<file path="config.mk">
export PLATFORM = sky130hd
export DESIGN_NAME = hbwu_top
export DESIGN_NICKNAME = d
export VERILOG_FILES = /design/src/design/hbwu_pkg.sv /design/src/design/hbwu_cmp.sv /design/src/design/hbwu_top.sv
export SDC_FILE = /design/constraint.sdc
export NUM_CORES = 2
export LEC_CHECK = 0
export ABC_AREA = 1
export BUFFER_PORTS_ARGS = -buffer_cell sky130_fd_sc_hd__buf_2
export CAP_MARGIN = 25
export CORE_ASPECT_RATIO = 1.25
export CORE_MARGIN = 8
export CORE_UTILIZATION = 35
export CTS_CLUSTER_DIAMETER = 100
export DETAILED_ROUTE_END_ITERATION = 7
export SLEW_MARGIN = 20
export SYNTH_ARGS = -nofsm -noshare
export SYNTH_HDL_FRONTEND = slang
export SYNTH_SLANG_ARGS = --single-unit
</file>
<file path="constraint.sdc">
create_clock -name clk -period 3.66 [get_ports clk]
set_clock_uncertainty 0.05 [all_clocks]
set_input_delay 0.732 -clock clk [delete_from_list [all_inputs] [get_ports clk]]
set_output_delay 0.732 -clock clk [all_outputs]
set_load 0.02 [all_outputs]
</file>
<file path="src/design/hbwu_pkg.sv">
// Purpose: Shared constants and types for the breakpoint and watchpoint unit.
// Assumes: Registers are addressed by index; byte address is four times the index.
// Notes:   Bank bases are multiples of four, so index bits 7:2 name the bank.
package hbwu_pkg;
  localparam int NSLOT    = 4;
  localparam int DATA_W   = 32;
  localparam int THR_W    = 3;
  localparam int MAX_THR  = 8;

  // Register indices.
  localparam logic [7:0] IDX_IB_ADDR = 8'h30;
  localparam logic [7:0] IDX_IB_CTRL = 8'h40;
  localparam logic [7:0] IDX_DW_A1   = 8'h50;
  localparam logic [7:0] IDX_DW_A2   = 8'h60;
  localparam logic [7:0] IDX_DW_CTRL = 8'h70;
  localparam logic [7:0] IDX_RW_MASK = 8'h80;
  localparam logic [7:0] IDX_RW_VAL  = 8'h90;
  localparam logic [7:0] IDX_RW_CTRL = 8'h9C;
  localparam logic [7:0] IDX_DBG_TY  = 8'h15;
  localparam logic [7:0] IDX_DBG_DAT = 8'h16;

  // Control register fields.
  localparam int B_EN     = 0;
  localparam int B_SEL    = 1;
  localparam int B_LOAD   = 2;
  localparam int B_THR_LO = 16;

  localparam logic [31:0] MASK_IB_CTRL = 32'h00FF_0003;
  localparam logic [31:0] MASK_DW_CTRL = 32'h00FF_0007;
  localparam logic [31:0] MASK_RW_CTRL = 32'h00FF_0003;
  localparam logic [31:0] MASK_DBG_TY  = 32'h0003_FF07;
  localparam logic [31:0] RST_CTRL     = 32'h0000_0000;

  // Debug interrupt type fields and cause codes.
  localparam int TY_NUM_LO = 16;
  localparam int TY_THR_LO = 8;
  localparam logic [2:0] CAUSE_IB = 3'h3;
  localparam logic [2:0] CAUSE_DW = 3'h4;
  localparam logic [2:0] CAUSE_RW = 3'h5;

  typedef enum logic [1:0] {HBWU_INSTR, HBWU_DATA, HBWU_RES} hbwu_kind_e;
  typedef enum logic {BUS_IDLE, BUS_ACK} hbwu_bus_e;

  // One pipeline event: a program counter, an effective address or a resource id.
  typedef struct packed {
    logic              valid;
    logic              load;
    logic [THR_W-1:0]  thread;
    logic [DATA_W-1:0] value;
  } hbwu_ev_s;
endpackage : hbwu_pkg

</file>
<file path="src/design/hbwu_cmp.sv">
// Purpose: One breakpoint or watchpoint comparator of a given kind.
// Assumes: Event and registers are stable within the cycle; output is combinational.
// Notes:   For resource kind, reg_a is the mask and reg_b the value.
`timescale 1ns/1ps
module hbwu_cmp #(
  parameter hbwu_pkg::hbwu_kind_e KIND = hbwu_pkg::HBWU_INSTR
) (
  input  wire logic               clk,
  input  wire logic               rst_n,
  input  wire logic [31:0]        ctrl,
  input  wire logic [31:0]        reg_a,
  input  wire logic [31:0]        reg_b,
  input  wire hbwu_pkg::hbwu_ev_s ev,
  output logic                    hit
);
  logic thr_ok;
  logic cond_a;
  logic cond_b;
  logic fire;
  logic kind_ok;

  always_comb begin
    thr_ok  = ctrl[hbwu_pkg::B_THR_LO + int'(ev.thread)];
    cond_a  = 1'b0;
    cond_b  = 1'b0;
    fire    = 1'b0;
    kind_ok = 1'b1;
    case (KIND)
      hbwu_pkg::HBWU_INSTR: begin
        cond_a = (ev.value == reg_a);
        fire   = ctrl[hbwu_pkg::B_SEL] ? !cond_a : cond_a;
      end
      hbwu_pkg::HBWU_DATA: begin
        cond_a  = (ev.value >= reg_a);
        cond_b  = (ev.value <= reg_b);
        fire    = ctrl[hbwu_pkg::B_SEL] ? (cond_a | cond_b) : (cond_a & cond_b);
        // Stores always qualify; loads only when the load bit is set.
        kind_ok = !ev.load | ctrl[hbwu_pkg::B_LOAD];
      end
      hbwu_pkg::HBWU_RES: begin
        cond_a = ((ev.value & reg_a) == (reg_b & reg_a));
        cond_b = !cond_a;
        fire   = ctrl[hbwu_pkg::B_SEL] ? cond_b : cond_a;
      end
      default: fire = 1'b0;
    endcase
    hit = ev.valid & ctrl[hbwu_pkg::B_EN] & thr_ok & kind_ok & fire;
  end

  a_enable_gates_hit: assert property (@(posedge clk) disable iff (!rst_n)
    !ctrl[hbwu_pkg::B_EN] |-> !hit) else $error("Disabled comparator fired.");
  a_thread_gates_hit: assert property (@(posedge clk) disable iff (!rst_n)
    !ctrl[hbwu_pkg::B_THR_LO + ev.thread] |-> !hit) else $error("Masked thread fired.");
  a_load_gate_data: assert property (@(posedge clk) disable iff (!rst_n)
    (KIND == hbwu_pkg::HBWU_DATA && ev.load && !ctrl[hbwu_pkg::B_LOAD]) |-> !hit)
    else $error("Load hit with loads disabled.");
endmodule : hbwu_cmp

</file>
<file path="src/design/hbwu_top.sv">
// Purpose: Hardware breakpoint, data watchpoint and resource watchpoint unit.
// Assumes: Pipeline events are synchronous to clk; registers over Avalon-MM.
// Notes:   Instruction hits outrank data hits, which outrank resource hits.
`timescale 1ns/1ps
module hbwu_top #(
  parameter int NTHREADS = 8
) (
  input  wire logic               clk,
  input  wire logic               rst_n,
  input  wire logic [9:0]         avs_address,
  input  wire logic               avs_read,
  input  wire logic               avs_write,
  input  wire logic [31:0]        avs_writedata,
  output logic      [31:0]        avs_readdata,
  output logic                    avs_waitrequest,
  input  wire hbwu_pkg::hbwu_ev_s ins_ev,
  input  wire hbwu_pkg::hbwu_ev_s mem_ev,
  input  wire hbwu_pkg::hbwu_ev_s res_ev,
  output logic                    dbg_irq
);
  localparam int NS = hbwu_pkg::NSLOT;

  if (NTHREADS < 1 || NTHREADS > hbwu_pkg::MAX_THR) begin : g_bad_nthreads
    $error("NTHREADS must lie between 1 and 8.");
  end

  // Thread enable bits above the thread count never store a one.
  localparam logic [31:0] THR_KEEP =
    ~(32'((({hbwu_pkg::MAX_THR{1'b1}} << NTHREADS) & 8'hFF)) << hbwu_pkg::B_THR_LO);

  logic [31:0] ib_addr_r [NS];
  logic [31:0] ib_ctrl_r [NS];
  logic [31:0] dw_a1_r   [NS];
  logic [31:0] dw_a2_r   [NS];
  logic [31:0] dw_ctrl_r [NS];
  logic [31:0] rw_mask_r [NS];
  logic [31:0] rw_val_r  [NS];
  logic [31:0] rw_ctrl_r [NS];
  logic [31:0] dbg_ty_r;
  logic [31:0] dbg_dat_r;
  logic [31:0] avs_readdata_nxt;
  logic [NS-1:0] ib_hit;
  logic [NS-1:0] dw_hit;
  logic [NS-1:0] rw_hit;
  hbwu_pkg::hbwu_bus_e bus_r;
  logic [7:0] idx;
  logic [1:0] slot;
  logic       wr_take;

  function automatic logic [1:0] lowest(input logic [NS-1:0] v);
    logic [1:0] n;
    n = 2'h0;
    for (int i = NS - 1; i >= 0; i--) begin
      if (v[i]) begin
        n = 2'(i);
      end
    end
    return n;
  endfunction : lowest

  function automatic logic in_bank(input logic [7:0] i, input logic [7:0] base);
    return i[7:2] == base[7:2];
  endfunction : in_bank

  assign idx     = avs_address[9:2];
  assign slot    = idx[1:0];
  // A write takes effect at the edge where the master sees waitrequest low.
  assign wr_take = avs_write && (bus_r == hbwu_pkg::BUS_ACK);

  // Bus handshake: one wait cycle, then waitrequest low for exactly one cycle.
  always_ff @(posedge clk or negedge rst_n) begin
    if (!rst_n) begin
      bus_r           <= hbwu_pkg::BUS_IDLE;
      avs_waitrequest <= 1'b1;
    end else begin
      case (bus_r)
        hbwu_pkg::BUS_IDLE: begin
          if (avs_read || avs_write) begin
            bus_r           <= hbwu_pkg::BUS_ACK;
            avs_waitrequest <= 1'b0;
          end
        end
        hbwu_pkg::BUS_ACK: begin
          bus_r           <= hbwu_pkg::BUS_IDLE;
          avs_waitrequest <= 1'b1;
        end
        default: begin
          bus_r           <= hbwu_pkg::BUS_IDLE;
          avs_waitrequest <= 1'b1;
        end
      endcase
    end
  end

  // Unmapped indices read as zero; reserved control bits read as zero.
  always_comb begin
    avs_readdata_nxt = 32'h0000_0000;
    if (in_bank(idx, hbwu_pkg::IDX_IB_ADDR)) begin
      avs_readdata_nxt = ib_addr_r[slot];
    end else if (in_bank(idx, hbwu_pkg::IDX_IB_CTRL)) begin
      avs_readdata_nxt = ib_ctrl_r[slot];
    end else if (in_bank(idx, hbwu_pkg::IDX_DW_A1)) begin
      avs_readdata_nxt = dw_a1_r[slot];
    end else if (in_bank(idx, hbwu_pkg::IDX_DW_A2)) begin
      avs_readdata_nxt = dw_a2_r[slot];
    end else if (in_bank(idx, hbwu_pkg::IDX_DW_CTRL)) begin
      avs_readdata_nxt = dw_ctrl_r[slot];
    end else if (in_bank(idx, hbwu_pkg::IDX_RW_MASK)) begin
      avs_readdata_nxt = rw_mask_r[slot];
    end else if (in_bank(idx, hbwu_pkg::IDX_RW_VAL)) begin
      avs_readdata_nxt = rw_val_r[slot];
    end else if (in_bank(idx, hbwu_pkg::IDX_RW_CTRL)) begin
      avs_readdata_nxt = rw_ctrl_r[slot];
    end else if (idx == hbwu_pkg::IDX_DBG_TY) begin
      avs_readdata_nxt = dbg_ty_r;
    end else if (idx == hbwu_pkg::IDX_DBG_DAT) begin
      avs_readdata_nxt = dbg_dat_r;
    end
  end

  always_ff @(posedge clk or negedge rst_n) begin
    if (!rst_n) begin
      avs_readdata <= 32'h0000_0000;
    end else if (avs_read && bus_r == hbwu_pkg::BUS_IDLE) begin
      avs_readdata <= avs_readdata_nxt;
    end
  end

  // Configuration banks, one slot per comparator.
  always_ff @(posedge clk or negedge rst_n) begin
    if (!rst_n) begin
      for (int i = 0; i < NS; i++) begin
        ib_addr_r[i] <= 32'h0000_0000;
        ib_ctrl_r[i] <= hbwu_pkg::RST_CTRL;
        dw_a1_r[i]   <= 32'h0000_0000;
        dw_a2_r[i]   <= 32'h0000_0000;
        dw_ctrl_r[i] <= hbwu_pkg::RST_CTRL;
        rw_mask_r[i] <= 32'h0000_0000;
        rw_val_r[i]  <= 32'h0000_0000;
        rw_ctrl_r[i] <= hbwu_pkg::RST_CTRL;
      end
    end else if (wr_take) begin
      if (in_bank(idx, hbwu_pkg::IDX_IB_ADDR)) begin
        ib_addr_r[slot] <= avs_writedata;
      end
      if (in_bank(idx, hbwu_pkg::IDX_IB_CTRL)) begin
        ib_ctrl_r[slot] <= avs_writedata & hbwu_pkg::MASK_IB_CTRL & THR_KEEP;
      end
      if (in_bank(idx, hbwu_pkg::IDX_DW_A1)) begin
        dw_a1_r[slot] <= avs_writedata;
      end
      if (in_bank(idx, hbwu_pkg::IDX_DW_A2)) begin
        dw_a2_r[slot] <= avs_writedata;
      end
      if (in_bank(idx, hbwu_pkg::IDX_DW_CTRL)) begin
        dw_ctrl_r[slot] <= avs_writedata & hbwu_pkg::MASK_DW_CTRL & THR_KEEP;
      end
      if (in_bank(idx, hbwu_pkg::IDX_RW_MASK)) begin
        rw_mask_r[slot] <= avs_writedata;
      end
      if (in_bank(idx, hbwu_pkg::IDX_RW_VAL)) begin
        rw_val_r[slot] <= avs_writedata;
      end
      if (in_bank(idx, hbwu_pkg::IDX_RW_CTRL)) begin
        rw_ctrl_r[slot] <= avs_writedata & hbwu_pkg::MASK_RW_CTRL & THR_KEEP;
      end
    end
  end

  for (genvar g = 0; g < NS; g++) begin : g_cmp
    hbwu_cmp #(.KIND(hbwu_pkg::HBWU_INSTR)) u_ib (
      .clk   (clk),
      .rst_n (rst_n),
      .ctrl  (ib_ctrl_r[g]),
      .reg_a (ib_addr_r[g]),
      .reg_b (ib_addr_r[g]),
      .ev    (ins_ev),
      .hit   (ib_hit[g])
    );
    hbwu_cmp #(.KIND(hbwu_pkg::HBWU_DATA)) u_dw (
      .clk   (clk),
      .rst_n (rst_n),
      .ctrl  (dw_ctrl_r[g]),
      .reg_a (dw_a1_r[g]),
      .reg_b (dw_a2_r[g]),
      .ev    (mem_ev),
      .hit   (dw_hit[g])
    );
    hbwu_cmp #(.KIND(hbwu_pkg::HBWU_RES)) u_rw (
      .clk   (clk),
      .rst_n (rst_n),
      .ctrl  (rw_ctrl_r[g]),
      .reg_a (rw_mask_r[g]),
      .reg_b (rw_val_r[g]),
      .ev    (res_ev),
      .hit   (rw_hit[g])
    );
  end

  // The interrupt is a one-cycle request toward the core per triggering cycle.
  always_ff @(posedge clk or negedge rst_n) begin
    if (!rst_n) begin
      dbg_irq <= 1'b0;
    end else begin
      dbg_irq <= |{ib_hit, dw_hit, rw_hit};
    end
  end

  // Cause capture. A hit wins over a software write in the same cycle, so an
  // event is never lost to a debugger clearing the record.
  always_ff @(posedge clk or negedge rst_n) begin
    if (!rst_n) begin
      dbg_ty_r <= 32'h0000_0000;
    end else if (|ib_hit) begin
      dbg_ty_r <= {14'h0000, lowest(ib_hit), 8'(ins_ev.thread), 5'h00,
                   hbwu_pkg::CAUSE_IB};
    end else if (|dw_hit) begin
      dbg_ty_r <= {14'h0000, lowest(dw_hit), 8'(mem_ev.thread), 5'h00,
                   hbwu_pkg::CAUSE_DW};
    end else if (|rw_hit) begin
      dbg_ty_r <= {14'h0000, lowest(rw_hit), 8'(res_ev.thread), 5'h00,
                   hbwu_pkg::CAUSE_RW};
    end else if (wr_take && idx == hbwu_pkg::IDX_DBG_TY) begin
      dbg_ty_r <= avs_writedata & hbwu_pkg::MASK_DBG_TY;
    end
  end

  // Instruction hits leave the data record alone, as they carry no operand.
  always_ff @(posedge clk or negedge rst_n) begin
    if (!rst_n) begin
      dbg_dat_r <= 32'h0000_0000;
    end else if (|ib_hit) begin
      dbg_dat_r <= dbg_dat_r;
    end else if (|dw_hit) begin
      dbg_dat_r <= mem_ev.value;
    end else if (|rw_hit) begin
      dbg_dat_r <= res_ev.value;
    end else if (wr_take && idx == hbwu_pkg::IDX_DBG_DAT) begin
      dbg_dat_r <= avs_writedata;
    end
  end

  a_instr_irq: assert property (@(posedge clk) disable iff (!rst_n)
    (ins_ev.valid && ib_ctrl_r[0][hbwu_pkg::B_EN] && !ib_ctrl_r[0][hbwu_pkg::B_SEL]
     && ib_ctrl_r[0][hbwu_pkg::B_THR_LO + ins_ev.thread] && ins_ev.value == ib_addr_r[0])
    |=> dbg_irq) else $error("Equal PC did not raise the interrupt.");
  a_instr_cause: assert property (@(posedge clk) disable iff (!rst_n)
    (|ib_hit) |=> dbg_ty_r[2:0] == 3'h3) else $error("Instruction cause not 3.");
  a_data_cause: assert property (@(posedge clk) disable iff (!rst_n)
    (!(|ib_hit) && (|dw_hit)) |=> dbg_ty_r[2:0] == 3'h4 && dbg_dat_r == $past(mem_ev.value))
    else $error("Data hit record wrong.");
  a_res_capture: assert property (@(posedge clk) disable iff (!rst_n)
    (!(|ib_hit) && !(|dw_hit) && (|rw_hit))
    |=> dbg_ty_r[2:0] == 3'h5 && dbg_dat_r == $past(res_ev.value))
    else $error("Resource hit record wrong.");
  a_lowest_slot: assert property (@(posedge clk) disable iff (!rst_n)
    ib_hit[0] |=> dbg_ty_r[17:16] == 2'h0 &&
    dbg_ty_r[15:8] == 8'($past(ins_ev.thread))) else $error("Not lowest slot.");
  a_no_irq_idle: assert property (@(posedge clk) disable iff (!rst_n)
    !(|{ib_hit, dw_hit, rw_hit}) |=> !dbg_irq) else $error("Spurious interrupt.");
  a_wait_one: assert property (@(posedge clk) disable iff (!rst_n)
    (bus_r == hbwu_pkg::BUS_IDLE && (avs_read || avs_write))
    |=> !avs_waitrequest ##1 avs_waitrequest) else $error("Wait cycle count wrong.");
  a_first_addr_wr: assert property (@(posedge clk) disable iff (!rst_n)
    (wr_take && in_bank(idx, hbwu_pkg::IDX_DW_A1)) |=> dw_a1_r[$past(slot)] ==
    $past(avs_writedata)) else $error("First address not stored.");
endmodule : hbwu_top

</file>
## After elaboration in Yosys (flattened, before gate mapping)

Cells that the tools add are included.

- Bits of input ports: 157
- Flip-flop bits (word level): 1123

- Reductions and logical operators: 30
- Multiplexer cells: 115
- Bitwise gates (word level): 63
- $add $sub $neg: 3
- Equality and inequality tests: 19
- Magnitude comparators: 13

Operators by type and width:

| kind | number |
|---|---|
| two-way mux 32 bit | 34 |
| bitwise mux 128 bit | 8 |
| binary-select mux 32 bit (select 2 bit) | 8 |
| AND 32 bit | 8 |
| equality test 32 bit | 8 |
| >= comparator 32 bit | 4 |
| <= comparator 32 bit | 4 |
| less-than comparator 32 x 7 -> 1 bit (second input constant) | 3 |
| demux 32 bit (select 2 bit) | 1 |
| binary-select mux 1 bit (select 5 bit) | 12 |
| AND 1 bit | 44 |
| two-way mux 1 bit | 38 |
| equality test 6 x 5 -> 1 bit (second input constant) | 4 |
| two-way mux 2 bit | 12 |
| adder 5 x 3 -> 6 bit (first input constant) | 3 |
| equality test 6 bit (second input constant) | 3 |
| AND reduction 2 bit | 9 |
| equality test 8 x 5 -> 1 bit (second input constant) | 2 |
| OR reduction 12 bit | 1 |
| OR reduction 4 bit | 3 |
| zero test 1 bit | 9 |
| bitwise OR 1 bit | 8 |
| equality test 6 x 4 -> 1 bit (second input constant) | 1 |
| logical AND 1 bit | 5 |
| 9 further kinds | 11 |

## Depth between registers and ports, before layout

- Depth after elaboration: 13
- Gate-level depth with buffers: 25

## Hierarchy

From an unflattened synthesis, not the netlist that was laid out.

- Cells, all modules: 6977
- Area, all modules: 50737.4 µm²

By module, submodules not included:

| module | cells an instance | area each (µm²) | times used |
|---|---|---|---|
| hbwu_top | 4457 | 37659.9 | 1 |
| hbwu_cmp at g_cmp[0].u_dw ... | 298 | 1834.3 | 4 |
| hbwu_cmp at g_cmp[0].u_rw ... | 211 | 850.8 | 4 |
| hbwu_cmp at g_cmp[0].u_ib ... | 121 | 584.3 | 4 |

## Worst setup path after synthesis

Ideal clock, no wire load.

- Path kind: input port to flip-flop
- Start point: in mem_ev[31] in the netlist's numbering
- End point: reg dbg_dat_r[14]
- Cell stages on the path: 18
- Slack: 0.962 ns
- Arrival: 2.583 ns
- Cells stage by stage: ha_1 -> nand2_1 -> nor2_1 -> nand2_1 -> nor4_2 -> nand2_1 -> nand2_1 -> nand2_1 -> nand2_1 -> nand2_1 -> nand2_1 -> nand2_1 -> nor2_4 -> buf_1 -> nand2_1 -> nand2_1 -> nand3_1 -> nand2_1

- Longest elaborated chain between the ends: 7
- Elaborated cells between the ends (all ways): 28
- Classes of those cells: 8 x order compare; 5 x mux; 12 x bitwise; 3 x reduce/logical

RTL lines:

| element | RTL line | source |
|---|---|---|
| start, declared | hbwu_top.sv:17 | `input wire hbwu_pkg::hbwu_ev_s mem_ev,` |
| >= comparator 32 bit or <= comparator 32 bit (tied branches) | hbwu_cmp.sv:34, hbwu_cmp.sv:35 |  |
| AND 1 bit or bitwise OR 1 bit (tied branches) | hbwu_cmp.sv:36 | `fire = ctrl[hbwu_pkg::B_SEL] ? (cond_a \| cond_b) : (cond_a & cond_b);` |
| two-way mux 1 bit | hbwu_cmp.sv:36 |  |
| AND 1 bit | hbwu_cmp.sv:47 | `hit = ev.valid & ctrl[hbwu_pkg::B_EN] & thr_ok & kind_ok & fire;` |
| OR reduction 4 bit (*) | hbwu_top.sv:234 | `end else if (\|dw_hit) begin` |
| nonzero test 3 bit (no source line) | n/a |  |
| AND reduction 2 bit (no source line) | n/a |  |
| end signal, assigned | hbwu_top.sv:233 | `dbg_dat_r <= dbg_dat_r;` |
| end signal, assigned | hbwu_top.sv:235 | `dbg_dat_r <= mem_ev.value;` |
| end signal, assigned | hbwu_top.sv:237 | `dbg_dat_r <= res_ev.value;` |
| end, declared | hbwu_top.sv:40 | `logic [31:0] dbg_dat_r;` |

Every way passes the cells marked *; elsewhere a longest branch is shown, timed or not.
A chain may end at the register's enable or synchronous reset.

## Worst setup path after layout

- Start point: reg dw_a1_r[101] in the netlist's numbering
- End point: reg dbg_ty_r[16]

- Longest elaborated chain between the ends: 7
- Elaborated cells between the ends (all ways): 10
- Classes of those cells: 1 x order compare; 4 x mux; 3 x bitwise; 2 x reduce/logical

RTL lines:

| element | RTL line | source |
|---|---|---|
| start, declared | hbwu_top.sv:33 | `logic [31:0] dw_a1_r [NS];` |
| start signal, assigned by index | hbwu_top.sv:150 | `dw_a1_r[slot] <= avs_writedata;` |
| >= comparator 32 bit (*) | hbwu_cmp.sv:34 | `cond_a = (ev.value >= reg_a);` |
| AND 1 bit or bitwise OR 1 bit (tied branches) | hbwu_cmp.sv:36 |  |
| two-way mux 1 bit (*) | hbwu_cmp.sv:36 |  |
| AND 1 bit (*) | hbwu_cmp.sv:47 |  |
| OR reduction 4 bit or two-way mux 2 bit (tied branches) | hbwu_top.sv:217, hbwu_top.sv:54 |  |
| two-way mux 32 bit | hbwu_top.sv:217 | `end else if (\|dw_hit) begin` |
| two-way mux 32 bit | hbwu_top.sv:214 | `end else if (\|ib_hit) begin` |
| end signal, assigned | hbwu_top.sv:215 | `dbg_ty_r <= {14'h0000, lowest(ib_hit), 8'(ins_ev.thread), 5'h00,` |
| end signal, assigned | hbwu_top.sv:218 | `dbg_ty_r <= {14'h0000, lowest(dw_hit), 8'(mem_ev.thread), 5'h00,` |
| end signal, assigned | hbwu_top.sv:221 | `dbg_ty_r <= {14'h0000, lowest(rw_hit), 8'(res_ev.thread), 5'h00,` |
| end, declared | hbwu_top.sv:39 | `logic [31:0] dbg_ty_r;` |

Marked as above.

==> impl_summary.log <==
INFO  metric placed_cell_count = 8455
INFO  metric finalSetupTns = 0 ns
INFO  metric path_clk_slew = 0.07 ns
INFO  metric rsz0062_at_grt = false
INFO  metric floorplan.core_area = 139000 um2
INFO  metric synth_area_leaders = dfrtp_1 (43%), nand2_1 (17%), o21ai_0 (10%)
INFO  metric worst_setup_path_start_kind = flip-flop
INFO  metric final_layout_size_suffix_gt1_share = 9.67%
INFO  metric grt_start_max_net_pins = 100
INFO  metric p_leak = 25.4 nW
INFO  metric place.detailed.hpwl = 141 mm
INFO  metric gpl_wtd_cong = 0.962
INFO  metric crit_path_top_delay_cell = dfrtp_1
INFO  metric seq_area = 21100 um2
INFO  metric routed_wirelength = 193 mm
INFO  metric cts_made_buffers = 91
INFO  metric antenna_violating_nets_post_route = 0
INFO  metric first_pass_grt_wire_length = 287 mm
INFO  metric floorplan.die.height = 433 um
INFO  metric critical_path.cell_chain = inv_1 > ha_1 > a21oi_1 > nor2_1 > nor3_1 > buf_4 > nand2_1 > nand2_1 > nand2_1 > nand2_1 > nand2_1 > nor2_1 > buf_4 > nand2_1 > nand2_1 > nand2_1 > nor2_4 > buf_12 > nand3_4 > nand2_1 > inv_1 > a21oi_1
INFO  metric avgViaCountPerCell = 5.38
INFO  metric fmax = 328 MHz
INFO  metric p_r_area_growth_vs_syn = 15.6%
INFO  metric worst_setup_path_category = reg2reg
INFO  metric cts_root_buffer = clkbuf_16
INFO  metric synthDominantCellAreaShare = 43.4%
INFO  metric route.vias.total = 46.6k
INFO  metric synth_nets = 6938
INFO  metric dr.pass1.iters = 8
INFO  metric synth.yosys.seq_area_share = 43.4%
INFO  metric final-setup-viol-count = 0
INFO  metric relSlewSlack = 30.9%
INFO  metric synth_warnings = 0
INFO  metric route.detailed.wl_per_inst = 22.3 um
INFO  metric async_flop_share = 100%
INFO  metric synthesis.area_per_instance = 7.46 um2
INFO  metric reg2regPathDepth = 22
INFO  metric power_density = 405 nW/um2
INFO  metric post-synth-top-area-cell = dfrtp_1
INFO  metric setup.worst_path.end_class = flip-flop
INFO  metric finish.net_count = 7102
INFO  metric tightest_slew = 1.03 ns
INFO  metric count_of_flip_flops_with_a_built_in_enable_after_synthesis = 0
INFO  metric fin_util = 40.6%
INFO  metric dieArea = 151000 um2
INFO  metric cp_num_cells = 22
INFO  metric timing.hold.worst.class = in2reg
INFO  metric die_wd = 349 um
INFO  metric fin_total_pwr = 22.8 mW
INFO  metric worst_skew_pair.late_latency = 0.71 ns
INFO  metric multiInputGateArea = 23800 um2
INFO  metric maximum_fanout_count_along_the_critical_path = 15
INFO  metric timing.final.max_slew_violations = 0
INFO  metric crit_arrival = 3.62 ns
INFO  metric cts_tree = yes
INFO  metric critPathMostFrequentCell = nand2_1
INFO  metric worst_path_dominant_cell_family = simple AND/OR/NAND/NOR gates
INFO  metric initial_core_util = 35.1%
INFO  metric clock_tree.buffer_depth = 3
INFO  metric grt_pass1_vias = 44.7k
INFO  metric worst_ir_drop_vdd = 0.339 mV
INFO  metric postSynth.topFlopCell = dfrtp_1
INFO  metric place_worst_setup_slack = 0.118 ns
INFO  metric top_level_ports = 191
INFO  metric clock-sinks = 844
INFO  metric timing.max_cap.violations = 0
INFO  metric critical-path-max-stage-delay = 0.38 ns
INFO  metric track_usage = 24.9%
INFO  metric yosysMostFrequentCell = nand2_1
INFO  metric drc_marker_count_from_the_first_detailed_route_iteration = 4502
INFO  metric timing.final.crit_share = 83.4%
INFO  metric post_synth_num_cell_types = 58
INFO  metric outcome = completed
INFO  metric timing.final.hold_violations = 0
INFO  metric grt_remaining_overflow = 0
INFO  metric htree_levels = 3
INFO  metric grt_antenna_before_repair = 40
INFO  metric drc_errors = 0
INFO  metric post_synth_inst_count = 6525
INFO  metric n_fill_cell = 14.3k
INFO  metric io_buffer_count = 186
INFO  metric cp.required = 4.22 ns
INFO  metric synth_commonest_cells = nand2_1 (2181), o21ai_0 (980), dfrtp_1 (843), inv_1 (609), clkbuf_1 (302)
INFO  metric post_cts_hold_buffer_count = 1
INFO  metric critPathBufInv = 5
INFO  metric cts_post_setup_buffers_inserted = 0
INFO  metric final.min_clock_period = 3.05 ns
INFO  metric cts.repair.resized = 0
INFO  metric synth.ff_latch_count = 844
INFO  metric fin_cells = 8657
INFO  metric fin_ws = 0.607 ns
INFO  metric timing.hold.worst_path_depth = 4
INFO  metric floorplan.rows = 153
INFO  metric syn-cell-area = 48600 um2
-- path summary, 6_finish.rpt --
| check | start | to | slack, ns |
|---|---|---|---|
| max | dw_a1_r[101] | dbg_ty_r[16] | 0.61 |
| min reg2reg | bus_r | bus_r | 0.41 |
| min | avs_read | avs_waitrequest | 0.20 |
| max reg2reg | dw_a1_r[101] | dbg_ty_r[16] | 0.61 |
| min in group asynchronous | rst_n | avs_readdata[23] | 0.53 |
| max in group asynchronous | rst_n | rw_val_r[117] | 1.86 |
-- state kept, by name (all words and copies together) (netlist names) --
| signal | cells |
|---|---|
| dw_a1_r | 128 |
| dw_a2_r | 128 |
| ib_addr_r | 128 |
| rw_mask_r | 128 |
| rw_val_r | 128 |
| dw_ctrl_r | 44 |
| ib_ctrl_r | 40 |
| rw_ctrl_r | 40 |
| avs_readdata | 32 |
| dbg_dat_r | 32 |
| dbg_ty_r | 13 |
| avs_waitrequest | 1 |
| bus_r | 1 |
| dbg_irq | 1 |
-- kinds of logic after synthesis --
group	share of synthesized area [%]
xor+xnor	1.35
buf+inv	7.85
compound gates	17.7
fa+ha+maj	6.58
simple gates	23.1
flops	43.4
-- cells in the final DEF (no fill, tap or decap), drive strengths merged, types with 9 or more instances in the layout --
master,count
a21oi,182
a221oi,18
a22oi,35
a31oi,16
buf,445
clkbuf,142
clkinv,20
dfrtp,843
diode,31
ha,256
inv,617
nand2,2185
nand3,217
nand4,71
nor2,282
nor3,28
o2111ai,59
o211ai,28
o21a,11
o21ai,985
o221ai,9
o22ai,167
or2,16
xnor2,55
xor2,20
-- metal layers --
metal	global-route usage (%)	part of all wire (%)
met1	30.9	40
met2	40.2	46
met3	3.64	6.8
met4	16.6	7.1
met5	0	0.034
-- metrics by stage --
| step | hold slack, ns | area (um2) |
|---|---|---|
| floorplan | 0.376 | 48600 |
| global placement | 0.393 | 53000 |
| detailed placement | 0.395 | 53000 |
| CTS | 0.166 | 56200 |
| global route | 0.212 | 56200 |
| finish | 0.204 | 56200 |
-- final cells by class --
| class | instances | area share, % |
|---|---|---|
| timing repair buffer | 446 | 6.20 |
| clock inverter | 28 | 0.594 |
| sequential | 844 | 37.6 |
| inverter | 616 | 4.12 |
| multi-input combinational | 4690 | 42.3 |
| clock buffer | 142 | 4.93 |
| antenna | 31 | 0.138 |
| tap | 1860 | 4.14 |
-- power by group --
group | internal (mW) | switching [mW] | leakage, nW
Clock | 5.64 | 4.15 | 1.54
Combinational | 0.925 | 1.95 | 12.3
Sequential | 9.77 | 0.330 | 11.6
Total | 16.3 | 6.43 | 25.4
-- worst reg2reg max path, stage by stage (launching register included) --
cell and delay, ns:
dfrtp_1 0.38, inv_1 0.06, ha_1 0.28, a21oi_1 0.17, nor2_1 0.06, nor3_1 0.14
buf_4 0.15, nand2_1 0.05, nand2_1 0.05, nand2_1 0.08, nand2_1 0.08, nand2_1 0.04
nor2_1 0.13, buf_4 0.15, nand2_1 0.05, nand2_1 0.09, nand2_1 0.12, nor2_4 0.20
buf_12 0.14, nand3_4 0.20, nand2_1 0.13, inv_1 0.05, a21oi_1 0.13
(Power assumes the default switching activity.)
